**src/core/umc_pkg.sv**
```systemverilog
package umc_pkg;

  // ---------------------------------------------------------------
  // Register map
  // ---------------------------------------------------------------
  localparam logic [7:0] UMC_ADDR_MAIN_CONTROL   = 8'h00;
  localparam logic [7:0] UMC_ADDR_DEVICE_ADDRESS = 8'h01;
  localparam logic [7:0] UMC_ADDR_IRQ_MASK_LO    = 8'h11;
  localparam logic [7:0] UMC_ADDR_IRQ_MASK_HI    = 8'h17;
  localparam int         UMC_IRQ_GROUPS          = 7;

  // ---------------------------------------------------------------
  // Main control bit positions
  // ---------------------------------------------------------------
  localparam int UMC_BIT_BUS_SIDE_RESET  = 7;
  localparam int UMC_BIT_SPEED           = 6;
  localparam int UMC_BIT_FIFO_WRITE_EN   = 5;
  localparam int UMC_BIT_SOFT_RESET      = 4;
  localparam int UMC_BIT_SUSPEND         = 3;
  localparam int UMC_BIT_GLOBAL_IRQ      = 2;
  localparam int UMC_BIT_FLUSH           = 1;
  localparam int UMC_BIT_WAKEUP_CAPABLE  = 0;

  // Device address fields
  localparam int UMC_BIT_CONFIGURED      = 7;

  // ---------------------------------------------------------------
  // Reset values and timing
  // ---------------------------------------------------------------
  localparam logic [7:0] UMC_RST_MAIN_CONTROL   = 8'h00;
  localparam logic [6:0] UMC_RST_ADDRESS        = 7'h00;
  localparam logic [7:0] UMC_RST_IRQ_MASK       = 8'h00;
  localparam int         UMC_FLUSH_CYCLES       = 4;
  localparam logic [2:0] UMC_FLUSH_LAST         = 3'(UMC_FLUSH_CYCLES - 1);

endpackage : umc_pkg

```
**src/core/umc_main_control.sv**
```systemverilog
// Added by the designer: strobed register access.
`timescale 1ns/100ps

// Contract
// - Writing one to bit 7 pulses reset of bus slave side and buffers; reset clears it.
// - Bit 6 reads one in high-speed mode, zero in full-speed mode.
// - Bit 5 enables packet buffer FIFO writes; writes ignored while zero.
// - Writing one to bit 4 starts controller soft reset; impossible in suspend.
// - Soft reset deasserts the power-saving output.
// - Soft reset terminates any chirp sequence in progress.
// - Soft reset empties the command FIFO.
// - Soft reset clears frame number, SOF mask timer and micro-frame number.
// - Soft reset leaves the data FIFO status unchanged.
// - Bit 3 enters suspend; hardware reset and bus reset clear it.
// - Bit 2 gates all interrupts globally.
// - Mask registers 0x11 to 0x17 suppress interrupt sources individually.
// - Bit 1 flushes burst buffer to FIFO; hardware clears it when done.
// - Bit 0 lets a wakeup signal end suspend.
// - Configured flag zero makes non-control transfers time out; bus reset clears it.
// - Bits 6..0 hold the assigned address; both resets clear it.
module umc_main_control (
  // Clock and reset
  input  wire logic        clock,
  input  wire logic        reset,
  input  wire logic        clock_enable,
  // Register port
  input  wire logic [7:0]  reg_addr,
  input  wire logic [7:0]  reg_wdata,
  input  wire logic        reg_write,
  input  wire logic        reg_read,
  output logic      [7:0]  reg_rdata,
  // Link status
  input  wire logic        usb_bus_reset,
  input  wire logic        high_speed_mode,
  input  wire logic        wakeup_signal,
  input  wire logic        chirp_active,
  // Packet buffer write request
  input  wire logic        fifo_write_req,
  output logic             fifo_write_strobe,
  // Burst buffer flush handshake
  input  wire logic        flush_done,
  output logic             flush_request,
  // Token decode
  input  wire logic        token_valid,
  input  wire logic [6:0]  token_address,
  input  wire logic        token_is_control,
  output logic             token_respond,
  // Interrupt sources (one byte per mask register)
  input  wire logic [55:0] irq_sources,
  output logic             irq_out,
  // Reset and power outputs
  output logic             bus_side_reset,
  output logic             controller_soft_reset,
  output logic             chirp_abort,
  output logic             command_fifo_clear,
  output logic             frame_counters_clear,
  output logic             suspend_active,
  output logic             power_saving_output,
  output logic             wakeup_resume
);
  import umc_pkg::*;

  // ---------------------------------------------------------------
  // Register state
  // ---------------------------------------------------------------
  logic       fifo_write_en_q;
  logic       soft_reset_q;
  logic       suspend_request_q;
  logic       global_irq_enable_q;
  logic       flush_q;
  logic       remote_wakeup_capable_q;
  logic       configured_flag_q;
  logic [6:0] assigned_address_q;
  logic [2:0] flush_cnt_q;
  logic [7:0] irq_mask_q [UMC_IRQ_GROUPS];

  // ---------------------------------------------------------------
  // Decode
  // ---------------------------------------------------------------
  wire        wr_main    = reg_write && (reg_addr == UMC_ADDR_MAIN_CONTROL);
  wire        wr_addr    = reg_write && (reg_addr == UMC_ADDR_DEVICE_ADDRESS);
  wire        mask_hit   = (reg_addr >= UMC_ADDR_IRQ_MASK_LO) &&
                           (reg_addr <= UMC_ADDR_IRQ_MASK_HI);
  wire [2:0]  mask_idx   = 3'(reg_addr - UMC_ADDR_IRQ_MASK_LO);
  // A soft reset request is refused while the suspend bit is set, so it is never taken then
  wire        soft_set   = wr_main && reg_wdata[UMC_BIT_SOFT_RESET]
                           && !suspend_request_q;
  wire        bus_set    = wr_main && reg_wdata[UMC_BIT_BUS_SIDE_RESET];
  wire        flush_end  = flush_q && (flush_done || flush_cnt_q == UMC_FLUSH_LAST);
  wire        wake_hit   = suspend_request_q && remote_wakeup_capable_q
                           && wakeup_signal;

  wire [7:0]  main_view  = {1'b0, high_speed_mode, fifo_write_en_q, soft_reset_q,
                            suspend_request_q, global_irq_enable_q, flush_q,
                            remote_wakeup_capable_q};
  wire [7:0]  addr_view  = {configured_flag_q, assigned_address_q};
  wire [7:0]  read_mux   = (reg_addr == UMC_ADDR_MAIN_CONTROL)   ? main_view :
                           (reg_addr == UMC_ADDR_DEVICE_ADDRESS) ? addr_view :
                           mask_hit ? irq_mask_q[mask_idx] : 8'h00;

  // Each mask byte gates one byte of sources; any unmasked one raises the line while global enable bit 2 is set
  logic [UMC_IRQ_GROUPS-1:0] group_hit;
  for (genvar g = 0; g < UMC_IRQ_GROUPS; g++) begin : g_irq
    assign group_hit[g] = |(irq_sources[8*g +: 8] & ~irq_mask_q[g]);
  end
  wire        irq_d      = global_irq_enable_q && (|group_hit);

  // Non-control traffic is ignored until configured, letting the host time out
  wire        token_ok   = token_valid && (token_address == assigned_address_q)
                           && (token_is_control || configured_flag_q);

  // ---------------------------------------------------------------
  // Main control register
  // ---------------------------------------------------------------
  always_ff @(posedge clock) begin
    if (reset) begin
      fifo_write_en_q         <= 1'b0;
      soft_reset_q            <= 1'b0;
      global_irq_enable_q     <= 1'b0;
      remote_wakeup_capable_q <= 1'b0;
    end else if (clock_enable) begin
      // Soft reset is a one-cycle pulse; it self-clears
      soft_reset_q <= soft_set;
      if (wr_main) begin
        fifo_write_en_q         <= reg_wdata[UMC_BIT_FIFO_WRITE_EN];
        global_irq_enable_q     <= reg_wdata[UMC_BIT_GLOBAL_IRQ];
        remote_wakeup_capable_q <= reg_wdata[UMC_BIT_WAKEUP_CAPABLE];
      end
    end
  end

  // Suspend: bus reset and accepted wakeup leave it
  always_ff @(posedge clock) begin
    if (reset) begin
      suspend_request_q <= 1'b0;
    end else if (clock_enable) begin
      if (usb_bus_reset || wake_hit) begin
        suspend_request_q <= 1'b0;
      end else if (wr_main) begin
        suspend_request_q <= reg_wdata[UMC_BIT_SUSPEND];
      end
    end
  end

  // Flush: hardware clears on completion; a new request wins over the clear
  always_ff @(posedge clock) begin
    if (reset) begin
      flush_q     <= 1'b0;
      flush_cnt_q <= 3'h0;
    end else if (clock_enable) begin
      if (wr_main && reg_wdata[UMC_BIT_FLUSH]) begin
        flush_q     <= 1'b1;
        flush_cnt_q <= 3'h0;
      end else if (flush_end) begin
        flush_q <= 1'b0;
      end else if (flush_q) begin
        flush_cnt_q <= flush_cnt_q + 3'h1;
      end
    end
  end

  // ---------------------------------------------------------------
  // Device address register
  // ---------------------------------------------------------------
  always_ff @(posedge clock) begin
    if (reset) begin
      configured_flag_q  <= 1'b0;
      assigned_address_q <= UMC_RST_ADDRESS;
    end else if (clock_enable) begin
      if (usb_bus_reset) begin
        configured_flag_q  <= 1'b0;
        assigned_address_q <= UMC_RST_ADDRESS;
      end else if (wr_addr) begin
        configured_flag_q  <= reg_wdata[UMC_BIT_CONFIGURED];
        assigned_address_q <= reg_wdata[6:0];
      end
    end
  end

  // Interrupt mask bytes
  always_ff @(posedge clock) begin
    if (reset) begin
      for (int i = 0; i < UMC_IRQ_GROUPS; i++) irq_mask_q[i] <= UMC_RST_IRQ_MASK;
    end else if (clock_enable && reg_write && mask_hit) begin
      irq_mask_q[mask_idx] <= reg_wdata;
    end
  end

  // ---------------------------------------------------------------
  // Registered outputs
  // ---------------------------------------------------------------
  always_ff @(posedge clock) begin
    if (reset) begin
      reg_rdata             <= 8'h00;
      fifo_write_strobe     <= 1'b0;
      token_respond         <= 1'b0;
      irq_out               <= 1'b0;
      bus_side_reset        <= 1'b0;
      controller_soft_reset <= 1'b0;
      chirp_abort           <= 1'b0;
      command_fifo_clear    <= 1'b0;
      frame_counters_clear  <= 1'b0;
      power_saving_output   <= 1'b0;
      wakeup_resume         <= 1'b0;
    end else if (clock_enable) begin
      reg_rdata             <= reg_read ? read_mux : 8'h00;
      fifo_write_strobe     <= fifo_write_req && fifo_write_en_q;
      token_respond         <= token_ok;
      irq_out               <= irq_d;
      bus_side_reset        <= bus_set;
      // Soft reset stays off the buffer side, so the data FIFO status survives it
      controller_soft_reset <= soft_set;
      chirp_abort           <= soft_set && chirp_active;
      command_fifo_clear    <= soft_set;
      frame_counters_clear  <= soft_set;
      power_saving_output   <= soft_set ? 1'b0 : suspend_request_q;
      wakeup_resume         <= wake_hit;
    end
  end

  assign flush_request  = flush_q;
  assign suspend_active = suspend_request_q;

  // ---------------------------------------------------------------
  // Assertions: register port and control bits
  // ---------------------------------------------------------------
  a_soft_no_suspend: assert property (@(posedge clock) disable iff (reset)
    clock_enable && wr_main && reg_wdata[UMC_BIT_SOFT_RESET] && suspend_request_q
      |=> !controller_soft_reset)
    else $error("Soft reset taken in suspend");

  a_soft_pulse: assert property (@(posedge clock) disable iff (reset)
    clock_enable && soft_reset_q && !soft_set |=> !soft_reset_q)
    else $error("Soft reset bit did not self-clear");

  a_fifo_gated: assert property (@(posedge clock) disable iff (reset)
    $past(clock_enable) && fifo_write_strobe
      |-> $past(fifo_write_en_q) && $past(fifo_write_req))
    else $error("FIFO write without enable");

  a_fifo_refused: assert property (@(posedge clock) disable iff (reset)
    clock_enable && !(fifo_write_req && fifo_write_en_q) |=> !fifo_write_strobe)
    else $error("FIFO write passed while refused");

  a_speed_view: assert property (@(posedge clock) disable iff (reset)
    clock_enable && reg_read && reg_addr == UMC_ADDR_MAIN_CONTROL
      |=> reg_rdata[UMC_BIT_SPEED] == $past(high_speed_mode))
    else $error("Speed bit does not follow the link");

  a_irq_global: assert property (@(posedge clock) disable iff (reset)
    $past(clock_enable) && irq_out |-> $past(global_irq_enable_q))
    else $error("Interrupt while globally disabled");

  a_irq_on: assert property (@(posedge clock) disable iff (reset)
    clock_enable && global_irq_enable_q && (|group_hit) |=> irq_out)
    else $error("Unmasked interrupt not raised");

  a_irq_mask: assert property (@(posedge clock) disable iff (reset)
    clock_enable && !(|group_hit) |=> !irq_out)
    else $error("Masked interrupt raised");

  a_flush_bounded: assert property (@(posedge clock) disable iff (reset)
    clock_enable && flush_q && flush_cnt_q == UMC_FLUSH_LAST
      && !(wr_main && reg_wdata[UMC_BIT_FLUSH]) |=> !flush_q)
    else $error("Flush did not complete");

  a_flush_done: assert property (@(posedge clock) disable iff (reset)
    clock_enable && flush_q && flush_done && !(wr_main && reg_wdata[UMC_BIT_FLUSH])
      |=> !flush_q)
    else $error("Flush bit kept after completion");

  // ---------------------------------------------------------------
  // Assertions: soft reset, bus reset and power
  // ---------------------------------------------------------------
  a_soft_clears_pwr: assert property (@(posedge clock) disable iff (reset)
    clock_enable && soft_set |=> !power_saving_output && command_fifo_clear)
    else $error("Power saving not deasserted by soft reset");

  a_chirp_abort: assert property (@(posedge clock) disable iff (reset)
    clock_enable && soft_set && chirp_active |=> chirp_abort)
    else $error("Chirp not terminated");

  a_chirp_quiet: assert property (@(posedge clock) disable iff (reset)
    $past(clock_enable) && chirp_abort |-> $past(soft_set))
    else $error("Chirp abort without soft reset");

  a_cmd_fifo_clear: assert property (@(posedge clock) disable iff (reset)
    $past(clock_enable) && command_fifo_clear |-> $past(soft_set))
    else $error("Command FIFO cleared without soft reset");

  a_frame_clear: assert property (@(posedge clock) disable iff (reset)
    clock_enable && soft_set |=> frame_counters_clear)
    else $error("Frame counters not cleared");

  a_no_data_clear: assert property (@(posedge clock) disable iff (reset)
    clock_enable && soft_set && !bus_set |=> !bus_side_reset)
    else $error("Soft reset reached the buffer side");

  a_bus_side_pulse: assert property (@(posedge clock) disable iff (reset)
    clock_enable && bus_set |=> bus_side_reset)
    else $error("Bus side reset not pulsed");

  a_bus_side_once: assert property (@(posedge clock) disable iff (reset)
    $past(clock_enable) && bus_side_reset |-> $past(bus_set))
    else $error("Bus side reset without request");

  a_bus_rst_susp: assert property (@(posedge clock) disable iff (reset)
    clock_enable && usb_bus_reset |=> !suspend_request_q && assigned_address_q == 7'h00)
    else $error("Bus reset did not clear state");

  a_power_follows: assert property (@(posedge clock) disable iff (reset)
    clock_enable && suspend_request_q && !soft_set |=> power_saving_output)
    else $error("Power saving not raised in suspend");

  a_state_frozen: assert property (@(posedge clock) disable iff (reset)
    !clock_enable |=> $stable(suspend_request_q) && $stable(flush_q)
      && $stable(configured_flag_q))
    else $error("State changed while clock enable low");

  // ---------------------------------------------------------------
  // Assertions: wakeup, address and tokens
  // ---------------------------------------------------------------
  a_wakeup_exit: assert property (@(posedge clock) disable iff (reset)
    clock_enable && wake_hit |=> !suspend_request_q && wakeup_resume)
    else $error("Wakeup did not end suspend");

  a_wake_needs_cap: assert property (@(posedge clock) disable iff (reset)
    $past(clock_enable) && wakeup_resume
      |-> $past(remote_wakeup_capable_q) && $past(suspend_request_q))
    else $error("Wakeup accepted without capability");

  a_addr_write: assert property (@(posedge clock) disable iff (reset)
    clock_enable && wr_addr && !usb_bus_reset
      |=> assigned_address_q == $past(reg_wdata[6:0]))
    else $error("Address write not stored");

  a_addr_hold: assert property (@(posedge clock) disable iff (reset)
    clock_enable && !usb_bus_reset && !wr_addr |=> $stable(assigned_address_q))
    else $error("Address changed without write");

  a_config_cleared: assert property (@(posedge clock) disable iff (reset)
    clock_enable && usb_bus_reset |=> !configured_flag_q)
    else $error("Bus reset left configured flag set");

  a_token_match: assert property (@(posedge clock) disable iff (reset)
    $past(clock_enable) && token_respond
      |-> $past(token_address) == $past(assigned_address_q))
    else $error("Response to foreign address");

  a_unconf_silent: assert property (@(posedge clock) disable iff (reset)
    $past(clock_enable) && token_respond && !$past(token_is_control)
      |-> $past(configured_flag_q))
    else $error("Non-control response before configuration");

  a_foreign_silent: assert property (@(posedge clock) disable iff (reset)
    clock_enable && token_valid && token_address != assigned_address_q |=> !token_respond)
    else $error("Token for another address answered");

endmodule : umc_main_control

```
**config.mk**
```make
export PLATFORM = sky130hd
export DESIGN_NAME = umc_main_control
export DESIGN_NICKNAME = d
export VERILOG_FILES = /design/src/core/umc_pkg.sv /design/src/core/umc_main_control.sv
export SDC_FILE = /design/constraint.sdc
export NUM_CORES = 1
export LEC_CHECK = 0
export BUFFER_PORTS_ARGS = -buffer_cell sky130_fd_sc_hd__buf_2
export CORE_MARGIN = 2
export CORE_UTILIZATION = 45
export CTS_CLUSTER_DIAMETER = 120
export DETAILED_ROUTE_END_ITERATION = 8
export GPL_TIMING_DRIVEN = 0
export PLACE_DENSITY = 0.71
export SYNTH_ARGS = -nofsm -noshare
export SYNTH_HDL_FRONTEND = slang
export SYNTH_SLANG_ARGS = --single-unit
export TNS_END_PERCENT = 100
```
**constraint.sdc**
```tcl
create_clock -name clock -period 3.53 [get_ports clock]
set_clock_uncertainty 0.1 [all_clocks]
set_input_delay 0.706 -clock clock [delete_from_list [all_inputs] [get_ports clock]]
set_output_delay 0.706 -clock clock [all_outputs]
set_load 0.02 [all_outputs]
```
==> insert_results.sql, run 1 <==
INSERT INTO impl_metrics (metric_group, metric, value, unit) VALUES
('clocking', 'cts_sinks', '96', ''),
('timing', 'layout_min_cycle_time', '3.37', 'ns'),
('drt', 'route.final.wire_length', '14400', 'um'),
('floorplan', 'rows', '37', ''),
('outcome', 'run_status', 'finished, final reports clean', ''),
('run', 'timing.max_cap.violations', '0', ''),
('pwr', 'cellLeakagePower', '2.33', 'nW'),
('min_path', 'worst_hold_depth', '2', ''),
('critical_path', 'buffers_inverters_on_critical_path', '7', ''),
('min_path', 'hold_path_class', 'flip-flop to flip-flop', ''),
('yosys', 'postSynth.topFlopCell', 'sky130_fd_sc_hd__edfxtp_1', ''),
('critical_path', 'critical-path-max-stage-delay', '0.40', 'ns'),
('floorplan', 'start_util', '46.6', '%'),
('cells_and_area', 'antenna_cells', '0', ''),
('critical_path', 'worst_r2r_endpoint', 'irq_out', ''),
('critical_path', 'cp_cell_sequence', 'buf_2, clkbuf_2, buf_6, buf_4, inv_1, ha_1, or3b_1, and4b_1, clkbuf_1, nand2_1, nand2_2, o31ai_4, buf_4', ''),
('min_path', 'whs_endpoint', 'fifo_write_strobe', ''),
('timing', 'slew_viol_final', '0', ''),
('grt', 'grt_first_pass_wirelength', '21900', 'um'),
('floorplan', 'die_area', '0.0116', 'mm^2'),
('drt', 'drt.antenna.violating_nets', '0', ''),
('placement', 'placed_cell_area', '0.00558', 'mm^2'),
('yosys', 'synth-warning-count', '0', ''),
('drt', 'wire_per_inst', '20.2', 'um'),
('yosys', 'synth_fp_nets', '543', ''),
('timing', 'holdWs', '0.369', 'ns'),
('floorplan', 'io_pins', '112', ''),
('timing', 'maxSlewHeadroom', '60.8', '%'),
('pwr', 'sw_frac_of_total', '25.4', '%'),
('grt', 'grt_start_max_net_pins', '17', ''),
('pwr', 'power.clock.fraction', '34.2', '%'),
('yosys', 'yosys.area.top_type', 'sky130_fd_sc_hd__edfxtp_1', ''),
('clocking', 'cts_tree', 'built', ''),
('drt', 'post-route-drc-count', '0', ''),
('clocking', 'cts_max_path_buffers', '2', ''),
('timing', 'final_min_period_over_clock_period', '95.4', '%'),
('cells_and_area', 'final_layout_size_suffix_gt1_share', '32.7', '%'),
('cells_and_area', 'finalNetCount', '670', ''),
('pwr', 'power.density_cell_area', '387', 'mW/mm^2'),
('pwr', 'total_switching_power', '0.000581', 'W'),
('pwr', 'vdd.ir_drop.worst', '0.218', 'mV'),
('placement', 'dp_cells', '692', ''),
('critical_path', 'critical-path-top-cell-by-count', 'sky130_fd_sc_hd__buf_4', ''),
('critical_path', 'setup.worst_path.end_class', 'flip-flop', ''),
('critical_path', 'path_class', 'input port to flip-flop', ''),
('timing', 'fmax', '297', 'MHz'),
('critical_path', 'startpoint_type', 'input port', ''),
('cells_and_area', 'final_core_util', '56.8', '%'),
('critical_path', 'timing.critical_path.max_delay_family', 'buffers and inverters', ''),
('cells_and_area', 'instances_no_fill', '714', ''),
('yosys', 'synth.distinct_cells', '49', ''),
('yosys', 'post_synth_edffs', '56', ''),
('pwr', 'combinationalPowerShare', '12.0', '%'),
('critical_path', 'worst_r2r_path_depth', '5', ''),
('floorplan', 'die_h', '108', 'um'),
('floorplan', 'die_x', '108', 'um'),
('drt', 'post_drt_via_cell_ratio', '5.75', ''),
('clocking', 'clkSlewWorstSetupHoldPaths', '0.10', 'ns'),
('yosys', 'post_synth.cell_area_avg', '10.9', 'um^2'),
('clocking', 'worstSkewPairLatency', '0.38', 'ns'),
('critical_path', 'ff2ff_setup_slack', '1.66', 'ns'),
('min_path', 'min-delay-start', 'fifo_write_strobe', ''),
('clocking', 'clock_tree.root_cell', 'sky130_fd_sc_hd__clkbuf_8', ''),
('timing', 'timing_hold_violations_final', '0', ''),
('grt', 'grt_pass1_vias', '3950', ''),
('yosys', 'synth-seq-cells', '96', ''),
('placement', 'gpl.final_weighted_congestion', '0.891', ''),
('pwr', 'internal-power', '0.00171', 'W'),
('grt', 'antenna_found_initial', '0', ''),
('pwr', 'power.sequential.fraction', '53.8', '%'),
('yosys', 'postSynthCellCount', '446', '');
## what timing repair did
| action | 4_1_cts | 5_1_grt |
|---|---|---|
| pin swaps | 1 | 1 |
| setup endpoints to repair | 40 | 51 |
| setup buffers | 2 | 4 |
| hold buffers | 0 | 0 |
| resized for setup | 6 | 6 |
## sequential cells by signal, summed over array words and instances (netlist names), 3 cells and up
name and count:
reg_rdata 8, irq_mask_q 64, flush_cnt_q 3, assigned_address_q 7
## through the flow
stage | power, W | setup slack, ns | setup TNS [ns]
finish | 0.00229 | 0.162 | 0
global route | 0.00236 | 0.0558 | 0
CTS | 0.00229 | 0.0409 | 0
detailed placement | 0.00152 | -0.729 | -30.21
global placement | 0.00151 | -0.687 | -25.28
floorplan | 0.00139 | 0.166 | 0
## placed cells by master (no fill, tap or decap), types with 6 or more instances in the layout
cell / instances
sky130_fd_sc_hd__xnor2_1: 6
sky130_fd_sc_hd__buf_4: 9
sky130_fd_sc_hd__mux2i_1: 10
sky130_fd_sc_hd__nand2_1: 25
sky130_fd_sc_hd__a22o_1: 8
sky130_fd_sc_hd__clkbuf_8: 11
sky130_fd_sc_hd__o221a_2: 7
sky130_fd_sc_hd__nor2_1: 59
sky130_fd_sc_hd__o21ai_0: 12
sky130_fd_sc_hd__edfxtp_1: 56
sky130_fd_sc_hd__a21oi_1: 17
sky130_fd_sc_hd__nand2b_1: 43
sky130_fd_sc_hd__clkbuf_1: 8
sky130_fd_sc_hd__mux4_2: 16
sky130_fd_sc_hd__a211oi_1: 9
sky130_fd_sc_hd__dfxtp_1: 40
sky130_fd_sc_hd__a21oi_2: 9
sky130_fd_sc_hd__o2111ai_1: 13
sky130_fd_sc_hd__inv_1: 35
sky130_fd_sc_hd__buf_2: 112
## power groups by stage
stage | Combinational (W) | Clock (W) | Sequential [W]
after CTS | 0.000267 | 0.000787 | 0.00123
final | 0.000274 | 0.000784 | 0.00123
after floorplan | 0.000152 | 0 | 0.00124
after global routing | 0.000295 | 0.000830 | 0.00123
after detailed placement | 0.000260 | 0 | 0.00126
after global placement | 0.000255 | 0 | 0.00126
## kinds of logic after synthesis
| family | synth area share [%] |
|---|---|
| adders and majority gates | 1.29 |
| xor gates and xnor gates | 1.62 |
| DFF | 51.1 |
| AOI/OAI and AO/OA | 13.5 |
| and+or+nand+nor | 17.9 |
| muxes | 9.49 |
| buffers and inverters | 5.13 |
## per-layer routing
metal	vias to the layer above	GRT usage [%]	share of wire, %
li1	1882	-	-
met1	1984	35.2	42
met2	210	42.0	48
met3	29	4.48	8.3
met4	0	8.24	2.0
met5	-	0	0
## synthesized netlist by cell type (all sizes together) (10+ instances only)
| master | n |
|---|---|
| buf | 12 |
| nand2 | 29 |
| inv | 35 |
| o21ai | 12 |
| a21oi | 26 |
| nand2b | 43 |
| nor2 | 59 |
| dfxtp | 40 |
| mux4 | 16 |
| o2111ai | 13 |
| edfxtp | 56 |
| mux2i | 10 |
## cell type report
class,count,area [um^2]
clock inverters,5,63.8
well taps,136,170
repair buffers,116,608
fillers,917,4500
inverters,35,131
flip-flops and latches,96,2480
plain buffers,21,128
multi-input cells,294,2180
clock buffers,11,151
## how the worst max path moves through the flow
stage	startpoint	to	depth (start not counted)
floorplan	reg_addr[0]	irq_mask_q[4][0]	11
global placement	reg_addr[0]	irq_mask_q[4][1]	12
detailed placement	reg_addr[0]	irq_mask_q[4][1]	12
CTS	reg_addr[0]	irq_mask_q[4][0]	13
global route	reg_addr[0]	reg_rdata[7]	13
finish	reg_addr[0]	irq_mask_q[4][3]	13
## worst min-delay path: cells and delay by family, from the launching register on
kind / cells / cell delay [ns]
flops: 1 / 0.32
compound gates: 1 / 0.05
simple gates: 1 / 0.06
Power figures use the tool's default switching activity.
==> run 2, diff against run 1 <==
CTS_BUF_LIST = sky130_fd_sc_hd__clkbuf_2 sky130_fd_sc_hd__clkbuf_4 sky130_fd_sc_hd__clkbuf_8   (was not set)
PLACE_DENSITY = 0.69   (was 0.71)
clock period = 3.12 ns   (was 3.53 ns; I/O delays follow)
==> run 2 against run 1 <==
Net effect: largest power group unchanged; sequential share of layout area down 0.11 points; wire length up 0.87%; worst hold slack better by 0.0017 ns; critical endpoint is now irq_mask_q[5][6]; die area unchanged; non-clock buffer count down 4; clock power up 7.9%; sequential cell count unchanged; global-route usage about the same; register-to-register slack worse by 0.38 ns.
==> insert_results.sql, run 2 (synthesis gave the netlist of run 1 again) <==
INSERT INTO impl_metrics (metric_group, metric, value, unit) VALUES
('critical_path', 'critical_path_required', '3.11', 'ns'),
('drt', 'vias_post_dr', '4062', ''),
('grt', 'antenna_found_initial', '0', ''),
('pwr', 'vdd.ir_drop.worst', '0.315', 'mV'),
('critical_path', 'startpoint_type', 'input port', ''),
('floorplan', 'start_util', '46.6', '%'),
('pwr', 'power.density_cell_area', '432', 'mW/mm^2'),
('placement', 'detailedPlacementHpwl', '10900', 'um'),
('clocking', 'clkSlewWorstSetupHoldPaths', '0.10', 'ns'),
('clocking', 'numCtsBuffers', '9', ''),
('cells_and_area', 'layout_common_cells', 'sky130_fd_sc_hd__buf_2, sky130_fd_sc_hd__nor2_1, sky130_fd_sc_hd__edfxtp_1, sky130_fd_sc_hd__nand2b_1, sky130_fd_sc_hd__dfxtp_1', ''),
('clocking', 'cts_tree', 'built', ''),
('floorplan', 'die_h', '108', 'um'),
('floorplan', 'rows', '37', ''),
('cells_and_area', 'final_layout_size_suffix_gt1_share', '33.4', '%'),
('critical_path', 'timing.critical_path.max_delay_family', 'buffers and inverters', ''),
('pwr', 'power.clock.fraction', '33.1', '%'),
('placement', 'placed_cell_area', '0.00561', 'mm^2'),
('grt', 'track_usage', '25.8', '%'),
('pwr', 'power.sequential.fraction', '54.3', '%'),
('grt', 'grt_start_max_net_pins', '18', ''),
('run', 'timing.max_cap.violations', '0', ''),
('timing', 'timing.final.setup_violations', '0', ''),
('critical_path', 'buffers_inverters_on_critical_path', '7', ''),
('cells_and_area', 'flip_flop_count_of_the_largest_register_all_copies_and_words_added', '64', ''),
('floorplan', 'core-area', '0.0104', 'mm^2'),
('pwr', 'cellLeakagePower', '2.32', 'nW'),
('timing', 'slew_viol_final', '0', ''),
('timing', 'final_min_period_over_clock_period', '93.7', '%'),
('drt', 'post-route-drc-count', '0', ''),
('clocking', 'ctsHtreeMaxLevel', '3', ''),
('drt', 'drt_pre_antenna_iters', '5', ''),
('critical_path', 'crit_path_top_delay_cell', 'sky130_fd_sc_hd__ha_2', ''),
('cells_and_area', 'final_instance_area', '0.00593', 'mm^2'),
('drt', 'post_drt_via_cell_ratio', '5.72', ''),
('clocking', 'clock_tree.root_cell', 'sky130_fd_sc_hd__clkbuf_8', ''),
('cells_and_area', 'antenna_cells', '0', ''),
('clocking', 'worstSkewPairLatency', '0.37', 'ns'),
('cells_and_area', 'final_core_util', '56.9', '%'),
('placement', 'port_buffers', '110', ''),
('grt', 'grt_first_pass_wirelength', '21800', 'um'),
('pwr', 'total_switching_power', '0.000667', 'W'),
('clocking', 'cts_hold_buffers', '0', ''),
('critical_path', 'cp_cell_sequence', 'buf_2, buf_8, buf_6, inv_1, ha_2, buf_6, buf_4, nor2b_2, nand2_1, o31ai_4, buf_12', ''),
('min_path', 'hold_path_class', 'flip-flop to flip-flop', ''),
('timing', 'holdWs', '0.371', 'ns'),
('floorplan', 'io_pins', '112', ''),
('drt', 'route.final.wire_length', '14600', 'um'),
('critical_path', 'critPathMaxFanout', '10', ''),
('critical_path', 'path_class', 'input port to flip-flop', ''),
('cells_and_area', 'layout_top_registers', 'irq_mask_q: 64 flops, reg_rdata: 8 flops, assigned_address_q: 7 flops', ''),
('clocking', 'cts_sinks', '96', ''),
('clocking', 'cts_max_path_buffers', '2', ''),
('timing', 'timing_hold_violations_final', '0', ''),
('cells_and_area', 'layout_fillers', '917', ''),
('floorplan', 'die_x', '108', 'um'),
('critical_path', 'crit_arrival', '2.91', 'ns'),
('pwr', 'internal-power', '0.00189', 'W'),
('critical_path', 'setup.worst_path.end_class', 'flip-flop', ''),
('drt', 'wire_per_inst', '20.5', 'um'),
('drt', 'drt.antenna.violating_nets', '0', ''),
('critical_path', 'critical-path-top-cell-by-count', 'sky130_fd_sc_hd__buf_6', ''),
('grt', 'globalRoute.totalOverflow', '0', ''),
('timing', 'grt_setup_unrepaired', 'no', ''),
('pwr', 'sw_frac_of_total', '26.0', '%'),
('pwr', 'combinationalPowerShare', '12.7', '%'),
('cells_and_area', 'layout.cells.most_common', 'sky130_fd_sc_hd__buf_2', ''),
('outcome', 'run_status', 'finished, final reports clean', ''),
('floorplan', 'die_area', '0.0116', 'mm^2'),
('timing', 'layout_min_cycle_time', '2.92', 'ns'),
('timing', 'maxSlewHeadroom', '58.0', '%'),
('placement', 'gpl.final_weighted_congestion', '0.908', ''),
('cells_and_area', 'finalNetCount', '666', ''),
('cells_and_area', 'syn2layout_area_growth', '22.1', '%'),
('cells_and_area', 'largest-register', 'irq_mask_q', ''),
('timing', 'worst_slew_pin_slew', '0.630', 'ns'),
('critical_path', 'critical-path-max-stage-delay', '0.40', 'ns'),
('grt', 'grt_pass1_vias', '3895', ''),
('timing', 'fmax', '342', 'MHz'),
('drt', 'dr.first_iter.drc_count', '279', '');
[run 2: metal layers]
metal	global-route usage (%)	part of all wire [%]
met1	36.1	41
met2	39.6	47
met3	5.69	9.7
met4	9.16	2.1
met5	0	0
[run 2: final cells by class]
cell class	instances	area, um^2	share of cell area [%]
sequential	96	2480	41.9
inverter	35	131	2.22
buffer	20	134	2.26
clock buffer	9	124	2.09
clock inverter	7	76.3	1.29
multi-input combinational	294	2210	37.3
tap	136	170	2.87
timing repair buffer	113	598	10.1
[run 2: what timing repair did]
item / in CTS / in global routing
buffers inserted: 3 / 0
gates resized for setup: 13 / 7
setup endpoints to repair: 58 / 45
pin swaps: 3 / 1
[run 2: final timing paths]
path                                  startpoint          endpoint  cells after the start  slack (ns)
worst min register to register       chirp_abort       chirp_abort                      2        0.37
worst max register to register  irq_mask_q[6][2]           irq_out                      5        1.28
worst max-delay path                 reg_addr[0]  irq_mask_q[5][6]                     11        0.20
worst min-delay path                 chirp_abort       chirp_abort                      2        0.37
[run 2: power by group through the flow]
stage | clock network (W) | registers [W] | logic (W)
finish | 0.000846 | 0.00139 | 0.000324
global route | 0.000904 | 0.00139 | 0.000345
CTS | 0.000853 | 0.00139 | 0.000319
detailed placement | 0 | 0.00142 | 0.000306
global placement | 0 | 0.00142 | 0.000302
floorplan | 0 | 0.00140 | 0.000175
[run 2: per-stage QoR]
| step | setup TNS [ns] | std cells | worst slack [ns] | total power (W) |
|---|---|---|---|---|
| after floorplan | 0 | 446 | 0.0161 | 0.00158 |
| after global placement | -51.79 | 692 | -0.851 | 0.00172 |
| after detailed placement | -56.41 | 692 | -0.906 | 0.00172 |
| after CTS | 0 | 711 | 0.00360 | 0.00256 |
| after global routing | 0 | 710 | 0.0796 | 0.00264 |
| final | 0 | 710 | 0.198 | 0.00256 |
[run 2: worst reg2reg max path, stage by stage (launching register included)]
cell,delay [ns]
sky130_fd_sc_hd__dfxtp_1,0.41
sky130_fd_sc_hd__nand2b_1,0.13
sky130_fd_sc_hd__o2111ai_1,0.12
sky130_fd_sc_hd__nor4_1,0.49
sky130_fd_sc_hd__nand4_1,0.21
sky130_fd_sc_hd__a41o_1,0.28
==> run 3, diff against run 2 <==
--- a/config.mk
+++ b/config.mk
@@ -7,5 +7,5 @@
 export LEC_CHECK = 0
 export BUFFER_PORTS_ARGS = -buffer_cell sky130_fd_sc_hd__buf_2
-export CORE_MARGIN = 2
+export CORE_MARGIN = 5
 export CORE_UTILIZATION = 45
 export CTS_BUF_LIST = sky130_fd_sc_hd__clkbuf_2 sky130_fd_sc_hd__clkbuf_4 sky130_fd_sc_hd__clkbuf_8
@@ -14,4 +14,5 @@
 export GPL_TIMING_DRIVEN = 0
 export PLACE_DENSITY = 0.69
+export SETUP_SLACK_MARGIN = 0.5
 export SYNTH_ARGS = -nofsm -noshare
 export SYNTH_HDL_FRONTEND = slang
==> constraint.sdc (replaced) <==
create_clock -name clock -period 3.12 [get_ports clock]
set_clock_uncertainty 0.1 [all_clocks]
set_input_delay 0.156 -clock clock [delete_from_list [all_inputs] [get_ports clock]]
set_output_delay 0.156 -clock clock [all_outputs]
set_load 0.02 [all_outputs]
==> run 3 against run 2 <==
Net effect: total power down 1.9%; global-route usage down 2.4 points; sequential cell count unchanged; register-to-register slack worse by 0.12 ns.
==> insert_results.sql, run 3 (synthesis gave the netlist of run 1 again) <==
INSERT INTO impl_metrics (metric_group, metric, value, unit) VALUES
('cells_and_area', 'flip_flop_count_of_the_largest_register_all_copies_and_words_added', '64', ''),
('timing', 'setup_tns', '0', 'ns'),
('grt', 'globalRoute.totalOverflow', '0', ''),
('placement', 'dp_cells', '696', ''),
('pwr', 'power.density_cell_area', '416', 'mW/mm^2'),
('grt', 'grt_first_pass_wirelength', '22800', 'um'),
('critical_path', 'regToRegStartpoint', 'irq_mask_q[3][1]', ''),
('timing', 'timing.final.setup_violations', '0', ''),
('timing', 'holdWs', '0.0237', 'ns'),
('grt', 'grt_start_max_net_pins', '19', ''),
('outcome', 'run_status', 'finished, final reports clean', ''),
('floorplan', 'rows', '38', ''),
('floorplan', 'die_x', '114', 'um'),
('timing', 'grt_setup_unrepaired', 'no', ''),
('clocking', 'cts_max_path_buffers', '2', ''),
('min_path', 'whs_endpoint', 'reg_rdata[1]', ''),
('clocking', 'clock_tree.root_cell', 'sky130_fd_sc_hd__clkbuf_8', ''),
('cells_and_area', 'syn2layout_area_growth', '24.4', '%'),
('min_path', 'worst_hold_depth', '2', ''),
('drt', 'post-route-drc-count', '0', ''),
('clocking', 'numCtsBuffers', '9', ''),
('floorplan', 'core-area', '0.0107', 'mm^2'),
('min_path', 'hold_path_class', 'input port to flip-flop', ''),
('floorplan', 'die_area', '0.0130', 'mm^2'),
('critical_path', 'path_class', 'input port to flip-flop', ''),
('drt', 'route.final.wire_length', '15100', 'um'),
('cells_and_area', 'instances_no_fill', '727', ''),
('critical_path', 'setup.worst_path.end_class', 'flip-flop', ''),
('placement', 'gpl.final_weighted_congestion', '0.935', ''),
('grt', 'antenna_found_initial', '0', ''),
('cells_and_area', 'layout.cells.most_common', 'sky130_fd_sc_hd__buf_2', ''),
('pwr', 'cellLeakagePower', '2.36', 'nW'),
('drt', 'post_drt_via_cell_ratio', '5.67', ''),
('critical_path', 'critPathMaxFanout', '10', ''),
('grt', 'grt_pass1_vias', '4159', ''),
('cells_and_area', 'final_core_util', '56.5', '%'),
('placement', 'detailedPlacementHpwl', '11600', 'um'),
('cells_and_area', 'layout_top_registers', 'irq_mask_q: 64 flops, reg_rdata: 8 flops, assigned_address_q: 7 flops', ''),
('drt', 'drt.antenna.violating_nets', '0', ''),
('run', 'timing.max_cap.violations', '0', ''),
('timing', 'maxSlewHeadroom', '61.2', '%'),
('timing', 'layout_min_cycle_time', '2.55', 'ns'),
('cells_and_area', 'largest-register', 'irq_mask_q', ''),
('critical_path', 'crit_arrival', '2.54', 'ns'),
('grt', 'track_usage', '23.4', '%'),
('floorplan', 'io_pins', '112', ''),
('cells_and_area', 'layout_common_cells', 'sky130_fd_sc_hd__buf_2, sky130_fd_sc_hd__nor2_1, sky130_fd_sc_hd__edfxtp_1, sky130_fd_sc_hd__nand2b_1, sky130_fd_sc_hd__dfxtp_1', ''),
('clocking', 'clkSlewWorstSetupHoldPaths', '0.10', 'ns'),
('pwr', 'vdd.ir_drop.worst', '0.246', 'mV'),
('drt', 'vias_post_dr', '4123', ''),
('critical_path', 'worst_r2r_endpoint', 'irq_out', ''),
('critical_path', 'startpoint_type', 'input port', ''),
('timing', 'worst_slew_pin_slew', '0.581', 'ns'),
('cells_and_area', 'finalNetCount', '679', ''),
('critical_path', 'worst_r2r_path_depth', '5', ''),
('timing', 'slew_viol_final', '0', ''),
('drt', 'wire_per_inst', '20.8', 'um'),
('timing', 'fmax', '392', 'MHz'),
('clocking', 'worstSkewPairLatency', '0.37', 'ns'),
('floorplan', 'start_util', '45.4', '%'),
('critical_path', 'critical_path_required', '3.11', 'ns'),
('cells_and_area', 'final_layout_size_suffix_gt1_share', '33.0', '%'),
('cells_and_area', 'antenna_cells', '0', ''),
('clocking', 'cts_sinks', '96', ''),
('min_path', 'min-delay-start', 'reset', ''),
('drt', 'dr.first_iter.drc_count', '366', ''),
('clocking', 'ctsHtreeMaxLevel', '3', ''),
('clocking', 'cts_tree', 'built', ''),
('critical_path', 'ff2ff_setup_slack', '1.16', 'ns'),
('floorplan', 'die_h', '114', 'um'),
('timing', 'timing_hold_violations_final', '0', ''),
('drt', 'drt_pre_antenna_iters', '5', ''),
('timing', 'final_min_period_over_clock_period', '81.7', '%'),
('placement', 'port_buffers', '110', ''),
('pwr', 'post-layout-total-power', '0.00251', 'W');
## run 3: power breakdown
| group | switching [W] | internal [W] |
|---|---|---|
| clock network | 0.000480 | 0.000306 |
| registers | 0.0000239 | 0.00137 |
| logic | 0.000172 | 0.000162 |
## run 3: per-stage QoR
step                instance area, um^2  setup WS (ns)
detailed placement                 5620         -0.314
global placement                   5620         -0.273
global route                       6040          0.498
finish                             6040          0.570
floorplan                          4890          0.516
CTS                                6000          0.536
## run 3: worst max path at each step
stage                startpoint          endpoint
CTS                 reg_addr[0]  irq_mask_q[4][7]
global route        reg_addr[0]  irq_mask_q[4][7]
global placement    reg_addr[0]  irq_mask_q[4][2]
floorplan           reg_addr[0]  irq_mask_q[4][0]
detailed placement  reg_addr[0]  irq_mask_q[2][5]
finish              reg_addr[0]  irq_mask_q[4][6]
## run 3: layout make-up
| class | instances | area (um^2) |
|---|---|---|
| well taps | 140 | 175 |
| flip-flops and latches | 96 | 2480 |
| repair buffers | 125 | 711 |
| inverters | 35 | 131 |
| clock inverters | 7 | 60.1 |
| plain buffers | 21 | 148 |
| clock buffers | 9 | 124 |
| multi-input cells | 294 | 2210 |
| fillers | 933 | 4660 |
## run 3: per-layer routing
layer / global-route usage [%] / wire (um)
met5: 0 / 0
met2: 38.9 / 7300
met3: 4.46 / 1130
met1: 30.9 / 6240
met4: 7.60 / 422
## run 3: worst max-delay path: stages
cell and delay (ns):
sky130_fd_sc_hd__buf_2 0.12, sky130_fd_sc_hd__clkbuf_4 0.19, sky130_fd_sc_hd__buf_8 0.17, sky130_fd_sc_hd__buf_6 0.16, sky130_fd_sc_hd__inv_2 0.09, sky130_fd_sc_hd__ha_2 0.20, sky130_fd_sc_hd__or3b_1 0.38, sky130_fd_sc_hd__and4b_1 0.22
sky130_fd_sc_hd__buf_4 0.18, sky130_fd_sc_hd__nand2_2 0.08, sky130_fd_sc_hd__nand2_4 0.11, sky130_fd_sc_hd__o31ai_4 0.31, sky130_fd_sc_hd__buf_6 0.17
## run 3: what timing repair did
action                                 in CTS  in global routing
pin swaps                                   3                  2
hold buffers                               11                  0
setup endpoints to repair                  51                 33
buffers inserted                            4                  0
gates resized for setup                    13                 12
endpoints found under the hold margin      13                  0
